--- config.mk ---
export PLATFORM = sky130hd
export DESIGN_NAME = acsr_top
export DESIGN_NICKNAME = d
export VERILOG_FILES = /design/src/acsr_pkg.sv /design/src/acsr_ser_if.sv /design/src/acsr_shifter.sv /design/src/acsr_top.sv
export VERILOG_INCLUDE_DIRS = /design/src
export SDC_FILE = /design/constraint.sdc
export NUM_CORES = 1
export LEC_CHECK = 0
export BUFFER_PORTS_ARGS = -buffer_cell sky130_fd_sc_hd__buf_2
export CORE_AREA = 2 2 139 154
export DETAILED_ROUTE_END_ITERATION = 8
export DIE_AREA = 0 0 141 156
export GPL_ROUTABILITY_DRIVEN = 0
export PLACE_DENSITY_LB_ADDON = 0.25
export REMOVE_ABC_BUFFERS = 1
export SETUP_SLACK_MARGIN = 0.5
export SLEW_MARGIN = 20
export SYNTH_ARGS = -nofsm -noshare
export SYNTH_HDL_FRONTEND = slang
export SYNTH_SLANG_ARGS = --single-unit
--- constraint.sdc ---
create_clock -name core_clk -period 9.05 [get_ports core_clk]
set_input_delay 0 -clock core_clk [delete_from_list [all_inputs] [get_ports core_clk]]
set_output_delay 0 -clock core_clk [all_outputs]
set_load 0.02 [all_outputs]
--- src/acsr_cfg.svh ---
/*
  Constants of the accumulating converter readout: timing, widths, limits.
  Assumes it is included by the package and the design files by bare name.
*/
`ifndef ACSR_CFG_SVH
`define ACSR_CFG_SVH

`define ACSR_CLK_MHZ      25
`define ACSR_CONV_TIME_NS 750
// Least time, so round up to whole cycles
`define ACSR_CONV_CYC     ((`ACSR_CONV_TIME_NS * `ACSR_CLK_MHZ + 999) / 1000)
`define ACSR_MAX_ACC      1024
`define ACSR_RES_FULL     14
`define ACSR_RES_SHORT    12
`define ACSR_WORD_MAX     24
`define ACSR_CNT_W        11
`define ACSR_NB_W         5
`define ACSR_TMR_W        5
`define ACSR_LOG_MAX      10

`endif

--- src/acsr_pkg.sv ---
/*
  Types shared by the readout design.
  Assumes acsr_cfg.svh is on the include path.
*/
`include "acsr_cfg.svh"

package acsr_pkg;
  typedef enum logic [1:0] {
    ACSR_IDLE,
    ACSR_CONV,
    ACSR_HOLD
  } acsr_conv_t;

  typedef logic signed [`ACSR_WORD_MAX-1:0] acsr_word_t;
  typedef logic [`ACSR_NB_W-1:0]            acsr_nbits_t;
endpackage : acsr_pkg

--- src/acsr_ser_if.sv ---
/*
  Carrier between the readout controller and its output serializer.
  Assumes both ends share one clock and reset.
*/
`timescale 1ns/1ps
`include "acsr_cfg.svh"

interface acsr_ser_if (
  input wire logic clk,
  input wire logic rst_n
);
  logic                load;
  acsr_pkg::acsr_word_t word;
  acsr_pkg::acsr_nbits_t nbits;
  logic                busy_bit;
  logic                fall;
  logic                stop;
  logic                sdo;
  logic                oe;

  modport ctrl (input clk, rst_n, sdo, oe,
                output load, word, nbits, busy_bit, fall, stop);
  modport ser  (input clk, rst_n, load, word, nbits, busy_bit, fall, stop,
                output sdo, oe);
endinterface : acsr_ser_if

--- src/acsr_shifter.sv ---
/*
  Output serializer: optional low busy bit, then the word MSB first,
  one bit per serial clock falling edge.
  Assumes fall is a one-cycle pulse on core clock and stop a level.
*/
`timescale 1ns/1ps
`include "acsr_cfg.svh"

module acsr_shifter (
  acsr_ser_if.ser s
);
  import acsr_pkg::*;

  logic [`ACSR_WORD_MAX:0]  sh_q;
  logic [`ACSR_NB_W:0]      rem_q;
  acsr_word_t               aligned;

  // Left-align so the word's own MSB leaves first
  assign aligned = s.word << (5'(`ACSR_WORD_MAX) - s.nbits);

  always_ff @(posedge s.clk or negedge s.rst_n) begin
    if (!s.rst_n) begin
      sh_q  <= '0;
      rem_q <= '0;
    end else if (s.stop) begin
      rem_q <= '0;
    end else if (s.load) begin
      // busy bit low
      sh_q  <= s.busy_bit ? {1'b0, aligned} : {aligned, 1'b0};
      rem_q <= {1'b0, s.nbits} + {5'h00, s.busy_bit};
    end else if (s.fall && rem_q != '0) begin
      // shift on falling
      sh_q  <= {sh_q[`ACSR_WORD_MAX-1:0], 1'b0};
      rem_q <= rem_q - 6'h01;
    end
  end

  assign s.sdo = sh_q[`ACSR_WORD_MAX];
  // Released after the last bit's falling edge
  assign s.oe  = (rem_q != '0);
endmodule : acsr_shifter

--- src/acsr_top.sv ---
/*
  Digital side of an accumulating SAR converter with three-wire readout.
  Assumes the analog core presents its code on sar_code at the end of the
  conversion time; the serial pins are asynchronous to core_clk.
*/
// How it works
// Sum consecutive unread conversions, never more than 1024 of them.
// Host sends no serial clock during conversions meant to be summed.
// Any serial clock pulse before next start drops the sum, restarts.
// A conversion without intervening clock adds to the stored sum.
// Host reads the sum with as many clocks as the word has bits.
// Word is 14 bits, plus one per doubling, 24 for 513 to 1024.
// The 12-bit variant sequences identically with two fewer bits.
// Pins: conversion start and select, mode select, data out, clock.
// The host starts every transfer; the device is only a slave.
// Host uses clock mode 0,0: idle low, rising before falling.
// Each data bit is shifted out on a serial clock falling edge.
// Mode select high at start: three-wire without busy bit.
// Mode select low at start: three-wire with busy bit.
// The busy bit comes before the data bits.
// Host lowers start after max time, or before it with busy.
// Words leave MSB first; the first bit is the sign.
// Results are two's complement; negative full scale is one then zeros.
// A start rising edge begins a conversion that always completes.
// With busy bit, data output drives low once conversion completes.
// Each result is sign-extended before it is added.
`timescale 1ns/1ps
`include "acsr_cfg.svh"

module acsr_top (
  input  wire logic                          core_clk,
  input  wire logic                          nrst,
  input  wire logic                          conversion_start_select,
  input  wire logic                          mode_select,
  input  wire logic                          sclk,
  input  wire logic [`ACSR_RES_FULL-1:0]     sar_code,
  input  wire logic                          short_res,
  output logic                               sdo,
  output logic                               sdo_oe,
  output logic                               conv_busy,
  output logic [`ACSR_CNT_W-1:0]             acc_count,
  output acsr_pkg::acsr_nbits_t              word_bits
);
  import acsr_pkg::*;

  localparam int CONV_CYC_I = `ACSR_CONV_CYC;

  acsr_conv_t                 state_q;
  logic [`ACSR_TMR_W-1:0]     tmr_q;
  logic [2:0]                 s1_q;
  logic [2:0]                 s2_q;
  logic [2:0]                 s3_q;
  logic                       cnv_s;
  logic                       cnv_rise;
  logic                       sclk_rise;
  logic                       sclk_fall;
  logic                       clk_seen_q;
  logic                       fresh_q;
  logic                       busy_mode_q;
  logic                       short_q;
  logic                       loaded_q;
  logic                       done;
  acsr_word_t                 acc_q;
  acsr_word_t                 sample_ext;
  logic [`ACSR_CNT_W-1:0]     cnt_q;
  logic [3:0]                 lg;
  acsr_nbits_t                nbits;

  acsr_ser_if ser (.clk(core_clk), .rst_n(nrst));

  acsr_shifter u_shift (.s(ser.ser));

  // pins pass two flops before use; third stage finds edges
  always_ff @(posedge core_clk or negedge nrst) begin
    if (!nrst) begin
      s1_q <= '0;
      s2_q <= '0;
      s3_q <= '0;
    end else begin
      s1_q <= {conversion_start_select, mode_select, sclk};
      s2_q <= s1_q;
      s3_q <= s2_q;
    end
  end

  assign cnv_s     = s2_q[2];
  assign cnv_rise  = s2_q[2] && !s3_q[2];
  // idle-low clock, rising edges mark pulses
  assign sclk_rise = s2_q[0] && !s3_q[0];
  assign sclk_fall = !s2_q[0] && s3_q[0];
  assign done      = (state_q == ACSR_CONV) && (tmr_q == '0);

  // start edge runs full conversion
  always_ff @(posedge core_clk or negedge nrst) begin
    if (!nrst) begin
      state_q <= ACSR_IDLE;
      tmr_q   <= '0;
    end else begin
      unique case (state_q)
        ACSR_IDLE, ACSR_HOLD: begin
          if (cnv_rise) begin
            state_q <= ACSR_CONV;
            tmr_q   <= `ACSR_TMR_W'(CONV_CYC_I - 1);
          end
        end
        ACSR_CONV: begin
          // Start edges are ignored until the conversion ends
          if (tmr_q == '0) begin
            state_q <= ACSR_HOLD;
          end else begin
            tmr_q <= tmr_q - 5'h01;
          end
        end
      endcase
    end
  end

  // mode taken at start edge
  always_ff @(posedge core_clk or negedge nrst) begin
    if (!nrst) begin
      busy_mode_q <= 1'b0;
      short_q     <= 1'b0;
    end else if (cnv_rise && state_q != ACSR_CONV) begin
      busy_mode_q <= !s2_q[1];
      short_q     <= short_res;
    end
  end

  // clock pulse marks sample read
  // Reset value starts the first conversion fresh; an edge in the
  // start cycle is still counted
  always_ff @(posedge core_clk or negedge nrst) begin
    if (!nrst) begin
      clk_seen_q <= 1'b1;
      fresh_q    <= 1'b1;
    end else if (cnv_rise && state_q != ACSR_CONV) begin
      fresh_q    <= clk_seen_q || sclk_rise;
      clk_seen_q <= 1'b0;
    end else if (sclk_rise) begin
      clk_seen_q <= 1'b1;
    end
  end

  // top code bit is the sign
  // sign-extend before adding
  // short variant uses 12 low bits
  assign sample_ext = short_q
    ? {{(`ACSR_WORD_MAX-`ACSR_RES_SHORT){sar_code[`ACSR_RES_SHORT-1]}},
       sar_code[`ACSR_RES_SHORT-1:0]}
    : {{(`ACSR_WORD_MAX-`ACSR_RES_FULL){sar_code[`ACSR_RES_FULL-1]}},
       sar_code};

  // accumulate unread conversions
  // A full count restarts rather than overflow the 24-bit word
  always_ff @(posedge core_clk or negedge nrst) begin
    if (!nrst) begin
      acc_q <= '0;
      cnt_q <= '0;
    end else if (done) begin
      if (fresh_q || cnt_q == `ACSR_CNT_W'(`ACSR_MAX_ACC)) begin
        acc_q <= sample_ext;
        cnt_q <= `ACSR_CNT_W'(1);
      end else begin
        acc_q <= acc_q + sample_ext;
        cnt_q <= cnt_q + 11'h001;
      end
    end
  end

  // width grows per doubling
  always_comb begin
    lg = '0;
    for (int i = 0; i < `ACSR_LOG_MAX; i++) begin
      if (cnt_q > (`ACSR_CNT_W'(1) << i)) begin
        lg = 4'(i + 1);
      end
    end
    nbits = (short_q ? `ACSR_NB_W'(`ACSR_RES_SHORT)
                     : `ACSR_NB_W'(`ACSR_RES_FULL)) + {1'b0, lg};
  end

  // Word loads once per conversion, in HOLD while the start pin is low
  always_ff @(posedge core_clk or negedge nrst) begin
    if (!nrst) begin
      loaded_q <= 1'b0;
    end else if (cnv_rise) begin
      loaded_q <= 1'b0;
    end else if (ser.load) begin
      loaded_q <= 1'b1;
    end
  end

  // busy bit then MSB
  assign ser.load     = (state_q == ACSR_HOLD) && !cnv_s && !loaded_q;
  assign ser.word     = acc_q;
  assign ser.nbits    = nbits;
  assign ser.busy_bit = busy_mode_q;
  // only falling edges while selected
  assign ser.fall     = sclk_fall && !cnv_s;
  assign ser.stop     = cnv_s;

  assign sdo       = ser.sdo;
  assign sdo_oe    = ser.oe;
  assign conv_busy = (state_q == ACSR_CONV);
  assign acc_count = cnt_q;
  assign word_bits = nbits;
endmodule : acsr_top

==> results of run 1 <==
## worst paths after layout
kind / end / cells after the start / startpoint
max reg2reg: u_shift.sh_q[23] / 19 / acc_count[8]
min: acc_count[7] / 2 / nrst
min reg2reg: s2_q[2] / 0 / s1_q[2]
min in group core_clk: acc_q[12] / 5 / sar_code[12]
max in group asynchronous: u_shift.sh_q[22] / 3 / nrst
max: u_shift.sh_q[23] / 19 / acc_count[8]
## sequential cells by signal (all words and copies together) (netlist names), 2 cells and up
signal	count
acc_count	11
s1_q	3
tmr_q	5
s3_q	2
u_shift.sh_q	25
state_q	2
u_shift.rem_q	6
s2_q	3
acc_q	24
## critical path, cell delays in order (launching register included)
cell and delay [ns]:
dfrtp_1 0.51, nor3_2 0.46, nand2_1 0.15, or3_1 0.36, a31oi_1 0.17, a31oi_1 0.05, nor2_1 0.11, o21ai_0 0.09
a221o_1 0.31, ha_1 0.36, inv_1 0.07, ha_1 0.27, buf_4 0.31, mux2_2 0.39, nor3_1 0.18, a211oi_2 0.10
o211ai_1 0.45, o221ai_2 0.19, a222oi_1 0.31, o21ai_1 0.10
## final cells by class
class / count / area share, %
sequential: 86 / 27.1
inverter: 26 / 1.26
clock buffer: 9 / 2.83
tap: 256 / 4.03
timing repair buffer: 69 / 5.89
clock inverter: 7 / 0.944
multi-input combinational: 683 / 57.9
## synthesized netlist by cell type (7+ instances only)
master,count
nand2_1,99
nor2_1,89
dfrtp_1,84
o21ai_0,59
a21oi_1,54
clkbuf_1,37
ha_1,36
mux2i_1,36
inv_1,25
nand3_1,24
nor3_1,23
a31oi_1,18
xnor2_1,16
xor2_1,14
a211oi_1,12
a221oi_1,11
a22oi_1,11
or3_1,11
nand4_1,10
a21o_1,9
o211ai_1,9
buf_2,8
mux4_2,8
nor2b_1,8
a221o_1,7
nand2b_1,7
## cells by family (layout without fill, tap and decap cells)
family          count (synthesis)  in the layout  share of synthesized area, %
compound gates                261            261                          25.8
xor+xnor                       30             30                          3.73
fa+ha+maj                      37             37                          6.67
buf+inv                        74            111                          4.33
flops                          86             86                          30.6
mux                            51             51                          8.79
simple gates                  304            304                          20.1
## repair_timing
| action | 4_1_cts | 5_1_grt |
|---|---|---|
| hold buffers | 17 | 0 |
| gates resized for setup | 0 | 0 |
| endpoints found under the hold margin | 48 | 0 |
## metrics by stage
step / area (um^2) / std cells / hold slack (ns)
finish: 7950 / 1136 / 0.106
CTS: 7950 / 1136 / 0.131
global placement: 7480 / 1103 / -0.0218
floorplan: 6840 / 795 / -0.296
global route: 7950 / 1136 / 0.148
detailed placement: 7480 / 1103 / -0.0182
## layer usage
metal	vias to the layer above	GRT usage [%]	part of all wire, %
li1	3216	-	-
met1	3081	25.9	49
met2	148	29.5	47
met3	14	2.03	3.1
met4	0	4.90	1.2
met5	-	0	0
==> impl_metrics.csv, run 1 <==
group,metric,value,unit
synth,synth_top_area_cell,"dfrtp_1",
floorplanning,core_area,20400,um^2
synth,synth_area,7050,um^2
detailed_routing,detail-route-antenna-nets,0,
flow_run,maxCapViolCount,0,
cts,clock_path_buffers,2,
finish,final_layout_size_suffix_gt1_share,12.3,%
synth,synth_area_leaders,"dfrtp_1 30%, ha_1 6.4%, nand2_1 5.3%, mux2i_1 5.1%, nor2_1 4.7%",
cts,clock_sinks,86,
synth,syn_area_per_cell,8.36,um^2
placement,dp.final_hpwl,14300,um
cts,htreeDepth,3,
detailed_routing,vias_per_cell,5.69,
finish,fillers,2040,
sta,max_slew_margin,35.6,%
placement,pre_cts_slack,4.03,ns
finish,post-route-util,38.9,%
floorplanning,start_util,34.5,%
cts,clk_latency,0.36,ns
floorplanning,die_h,156,um
detailed_routing,vias,6459,
placement,portBuffers,38,
sta,max_freq,196,MHz
floorplanning,num_io_pins,39,
finish,fin_nets,932,
synth,synthCells,843,
synth,ys_warn_count,0,
cts,postCtsSetupRepairBufs,0,
finish,most-common-layout-cells,"99 x nand2_1, 89 x nor2_1, 84 x dfrtp_1, 59 x o21ai_0, 54 x a21oi_1",
floorplanning,dieArea,22000,um^2
worst_setup_path,endpoint_kind,"flop",
finish,seqCellArea,2150,um^2
worst_setup_path,worstPathArrival,5.32,ns
sta,rsz0062_at_grt,"no",
global_route,grt_max_degree,55,
global_route,grt_pass1_wl,32500,um
finish,final_common_cell,"nand2_1",
synth,synth_cell_types,81,
synth,synthArstFlopShare,100,%
synth,seq_area_frac_synth,30.6,%
finish,multi_input_area,4610,um^2
cts,cts_tree,"yes",
sta,layout_setup_ws,3.96,ns
sta,setup_tns,0,ns
global_route,grt_pass1_vias,6071,
min_path,hold_path_class,"input pin to asynchronous set/reset pin",
global_route,overflow,0,
outcome,status,"completed",
detailed_routing,drt_wl_total,19400,um
cts,clock-root-buffer,"clkbuf_16",
sta,period_share,56.3,%
global_route,grt_usage,18.2,%
synth,synth_top_area_share,29.8,%
sta,layout_min_cycle_time,5.09,ns
detailed_routing,drt_first_pass_iters,5,
cts,cts.clk_slew.worst_paths,0.08,ns
finish,syn2layout_area_growth,12.8,%
cts,cts-buffers-inserted,9,
sta,worst_pin_slew,0.962,ns
synth,synth_flop_cell,"dfrtp_1",
sta,hold_violations,0,
detailed_routing,routedWlPerCell,17.1,um
worst_setup_path,worst-setup-path-type,"flop to flop",
synth,synth-edff-count,0,
worst_setup_path,reg2reg_setup_slack,3.96,ns
worst_setup_path,startpoint_type,"flop",
floorplanning,die_w,141,um
sta,finClkSkew,0.0131,ns
worst_setup_path,crit_required,9.28,ns
sta,finalSetupViolations,0,
detailed_routing,drcViolationCount,0,
detailed_routing,drt_iter0_drc,590,
finish,diodes,0,
sta,maxSlewViolCount,0,
worst_setup_path,path_max_fanout,28,
floorplanning,num_rows,55,
global_route,antenna_found_initial,0,
synth,synth-seq-cells,86,
Power of run 1 is not shown: default switching activity piles up to over one toggle a cycle in this logic, so the estimate is an artifact.
==> run 2, diff against run 1 <==
Settings changed: ABC_AREA set to 1, CORE_AREA 2 2 139 154 to 2 2 137 152, DIE_AREA 0 0 141 156 to 0 0 139 154.
Clock period 9.05 ns to 5.1 ns, I/O delays scaled along.
==> impl_metrics.csv, run 2 <==
group,metric,value,unit
finish,final_common_cell,"nand2_1",
worst_setup_path,reg2reg_setup_slack,1.05,ns
detailed_routing,drt_wl_total,19300,um
detailed_routing,vias_per_cell,5.33,
sta,max_slew_margin,34.1,%
sta,maxSlewViolCount,0,
floorplanning,die_w,139,um
worst_setup_path,startpoint_type,"flop",
synth,synthArstFlopShare,100,%
floorplanning,core_area,19700,um^2
worst_setup_path,worst-setup-path-type,"flop to flop",
worst_setup_path,crit_family,"simple AND/OR/NAND/NOR gates",
worst_setup_path,crit_required,5.34,ns
synth,synth_top_family_by_area,"simple AND/OR/NAND/NOR gates",
worst_setup_path,cpMostUsedCell,"nand2_1",
global_route,grt_pass1_vias,6517,
global_route,grt_max_degree,57,
floorplanning,start_util,34.8,%
detailed_routing,vias,6821,
flow_run,maxCapViolCount,0,
sta,finalSetupViolations,0,
sta,rsz0062_at_grt,"no",
finish,final_layout_size_suffix_gt1_share,10.1,%
synth,synth_top_area_cell,"dfrtp_1",
detailed_routing,drcViolationCount,0,
global_route,use_met3,2.46,%
global_route,grt_pass1_wl,32300,um
cts,cts.clk_slew.worst_paths,0.07,ns
finish,diodes,0,
synth,syn_area_per_cell,6.95,um^2
sta,hold_violations,0,
finish,regMostFlops,"u_shift.sh_q",
synth,muxShareOfSynthArea,0,%
detailed_routing,drt_iter0_drc,427,
synth,synth_common_cells,"191 x nand2_1, 187 x nand3_1, 104 x inv_1, 84 x dfrtp_1, 66 x o21ai_0",
min_path,hold_path_class,"input pin to asynchronous set/reset pin",
synth,synth_cell_types,47,
global_route,antenna_found_initial,0,
outcome,status,"completed",
cts,post_cts_resized,0,
synth,synth_area,6860,um^2
cts,cts-buffers-inserted,9,
synth,seq_area_frac_synth,31.4,%
finish,most-common-layout-cells,"191 x nand2_1, 187 x nand3_1, 104 x inv_1, 84 x dfrtp_1, 66 x o21ai_0",
worst_setup_path,worstSetupPathDepth,24,
sta,max_freq,247,MHz
cts,clock_path_buffers,2,
worst_setup_path,critPathCapture,"u_shift.sh_q[9]",
worst_setup_path,worstPathArrival,4.29,ns
finish,largest_register_ffs,25,
sta,period_share,79.4,%
worst_setup_path,r2r-end,"u_shift.sh_q[9]",
worst_setup_path,crit_chain,"nor2_4 -> inv_2 -> nor2_4 -> inv_2 -> nor2_1 -> nand3_1 -> nand2_1 -> inv_1 -> o21ai_0 -> nand2_1 -> nand2_1 -> ha_1 -> inv_1 -> ha_1 -> xor2_1 -> buf_4 -> inv_1 -> nand3_1 -> nand2_1 -> nand2_1 -> nand3_1 -> nand3_1 -> o21ai_1 -> inv_1",
worst_setup_path,r2r_cells,24,
cts,clock-root-buffer,"clkbuf_16",
detailed_routing,detail-route-antenna-nets,0,
cts,htreeDepth,3,
cts,cts_tree,"yes",
detailed_routing,routedWlPerCell,15.1,um
placement,post_dp_cell_area,7240,um^2
synth,synth_fa_ha_area_share,6.86,%
finish,fillers,2113,
synth,synth-seq-cells,86,
finish,syn2layout_area_growth,13.1,%
synth,synth-edff-count,0,
sta,worst_pin_slew,0.979,ns
finish,final_cell_area,7760,um^2
global_route,overflow,0,
floorplanning,die_h,154,um
worst_setup_path,crit_slowest_cell,"inv_1",
worst_setup_path,worstSetupStartpoint,"acc_count[9]",
floorplanning,dieArea,21400,um^2
synth,synthCells,987,
cts,clock_sinks,86,
global_route,busiest_layer,"met2",
worst_setup_path,path_max_fanout,25,
worst_setup_path,endpoint_kind,"flop",
synth,yosys.area_share.xor_xnor,2.66,%
synth,synth_compound_area_share,16.1,%
synth,synth_top_area_share,30.6,%
floorplanning,num_io_pins,39,
synth,ys_warn_count,0,
placement,portBuffers,38,
worst_setup_path,r2r-start,"acc_count[9]",
global_route,grt_usage,18.3,%
synth,synth_flop_cell,"dfrtp_1",
synth,synthSimpleGateAreaFrac,33.8,%
synth,synth_area_leaders,"dfrtp_1 31%, nand3_1 14%, nand2_1 10%, ha_1 6.6%, inv_1 5.7%",
detailed_routing,drt_first_pass_iters,5,
synth,synth.most_common_cell,"nand2_1",
placement,dp.final_hpwl,14200,um
global_route,grt_use_met1,23.9,%
sta,setup_tns,0,ns
cts,clk_latency,0.36,ns
sta,finClkSkew,0.0103,ns
worst_setup_path,cp_slowest_stage_delay,0.61,ns
worst_setup_path,critPathBufInv,7,
floorplanning,num_rows,54,
finish,fin_nets,1079,
sta,layout_min_cycle_time,4.05,ns
global_route,globalRouteMet2Util,31.4,%
run 2: logic make-up (layout without fill, tap and decap cells):
| logic type | Yosys count | in the layout |
|---|---|---|
| AOI/OAI and AO/OA | 192 | 192 |
| xor gates and xnor gates | 20 | 20 |
| adders and majority gates | 37 | 37 |
| buffers and inverters | 152 | 192 |
| DFF | 86 | 86 |
| and+or+nand+nor | 500 | 500 |
run 2: how the worst min path moves through the flow:
stage / from / to / slack [ns] / cells past startpoint
6_report: nrst / u_shift.sh_q[16] / 0.12 / 2
5_1_grt: nrst / u_shift.sh_q[0] / 0.16 / 2
4_1_cts: nrst / u_shift.sh_q[0] / 0.14 / 2
3_5_place_dp: nrst / u_shift.rem_q[0] / -0.02 / 1
3_3_place_gp: nrst / u_shift.rem_q[1] / -0.02 / 1
2_1_floorplan: nrst / acc_count[0] / -0.30 / 0
run 2: what timing repair did:
action | 4_1_cts | 5_1_grt
hold buffers | 17 | 0
setup endpoints to repair | 0 | 0
buffers inserted | 0 | 0
endpoints found under the hold margin | 46 | 0
run 2: final cells by class:
class	count	area, um^2	area share [%]
Sequential cell	86	2150	27.8
Inverter	111	417	5.37
Timing Repair Buffer	65	438	5.64
Multi-Input combinational cell	749	4080	52.6
Clock inverter	7	128	1.64
Clock buffer	9	225	2.90
Tap cell	252	315	4.06
run 2: stage by stage:
stage / std cells / worst slack (ns) / utilization, % / hold slack, ns
2_1_floorplan: 946 / 0.0605 / - / -0.296
3_3_place_gp: 1246 / 1.07 / 36.7 / -0.0244
3_5_place_dp: 1246 / 1.09 / 36.7 / -0.0209
4_1_cts: 1279 / 1.07 / 39.3 / 0.142
5_1_grt: 1279 / 0.595 / 39.3 / 0.161
6_report: 1279 / 1.05 / 39.3 / 0.124
run 2: metal layers:
layer	part of all wire, %	vias up
li1	-	3466
met1	47	3187
met2	48	142
met3	3.0	26
met4	1.9	0
met5	0	-
Power of run 2 is left out for the same reason.
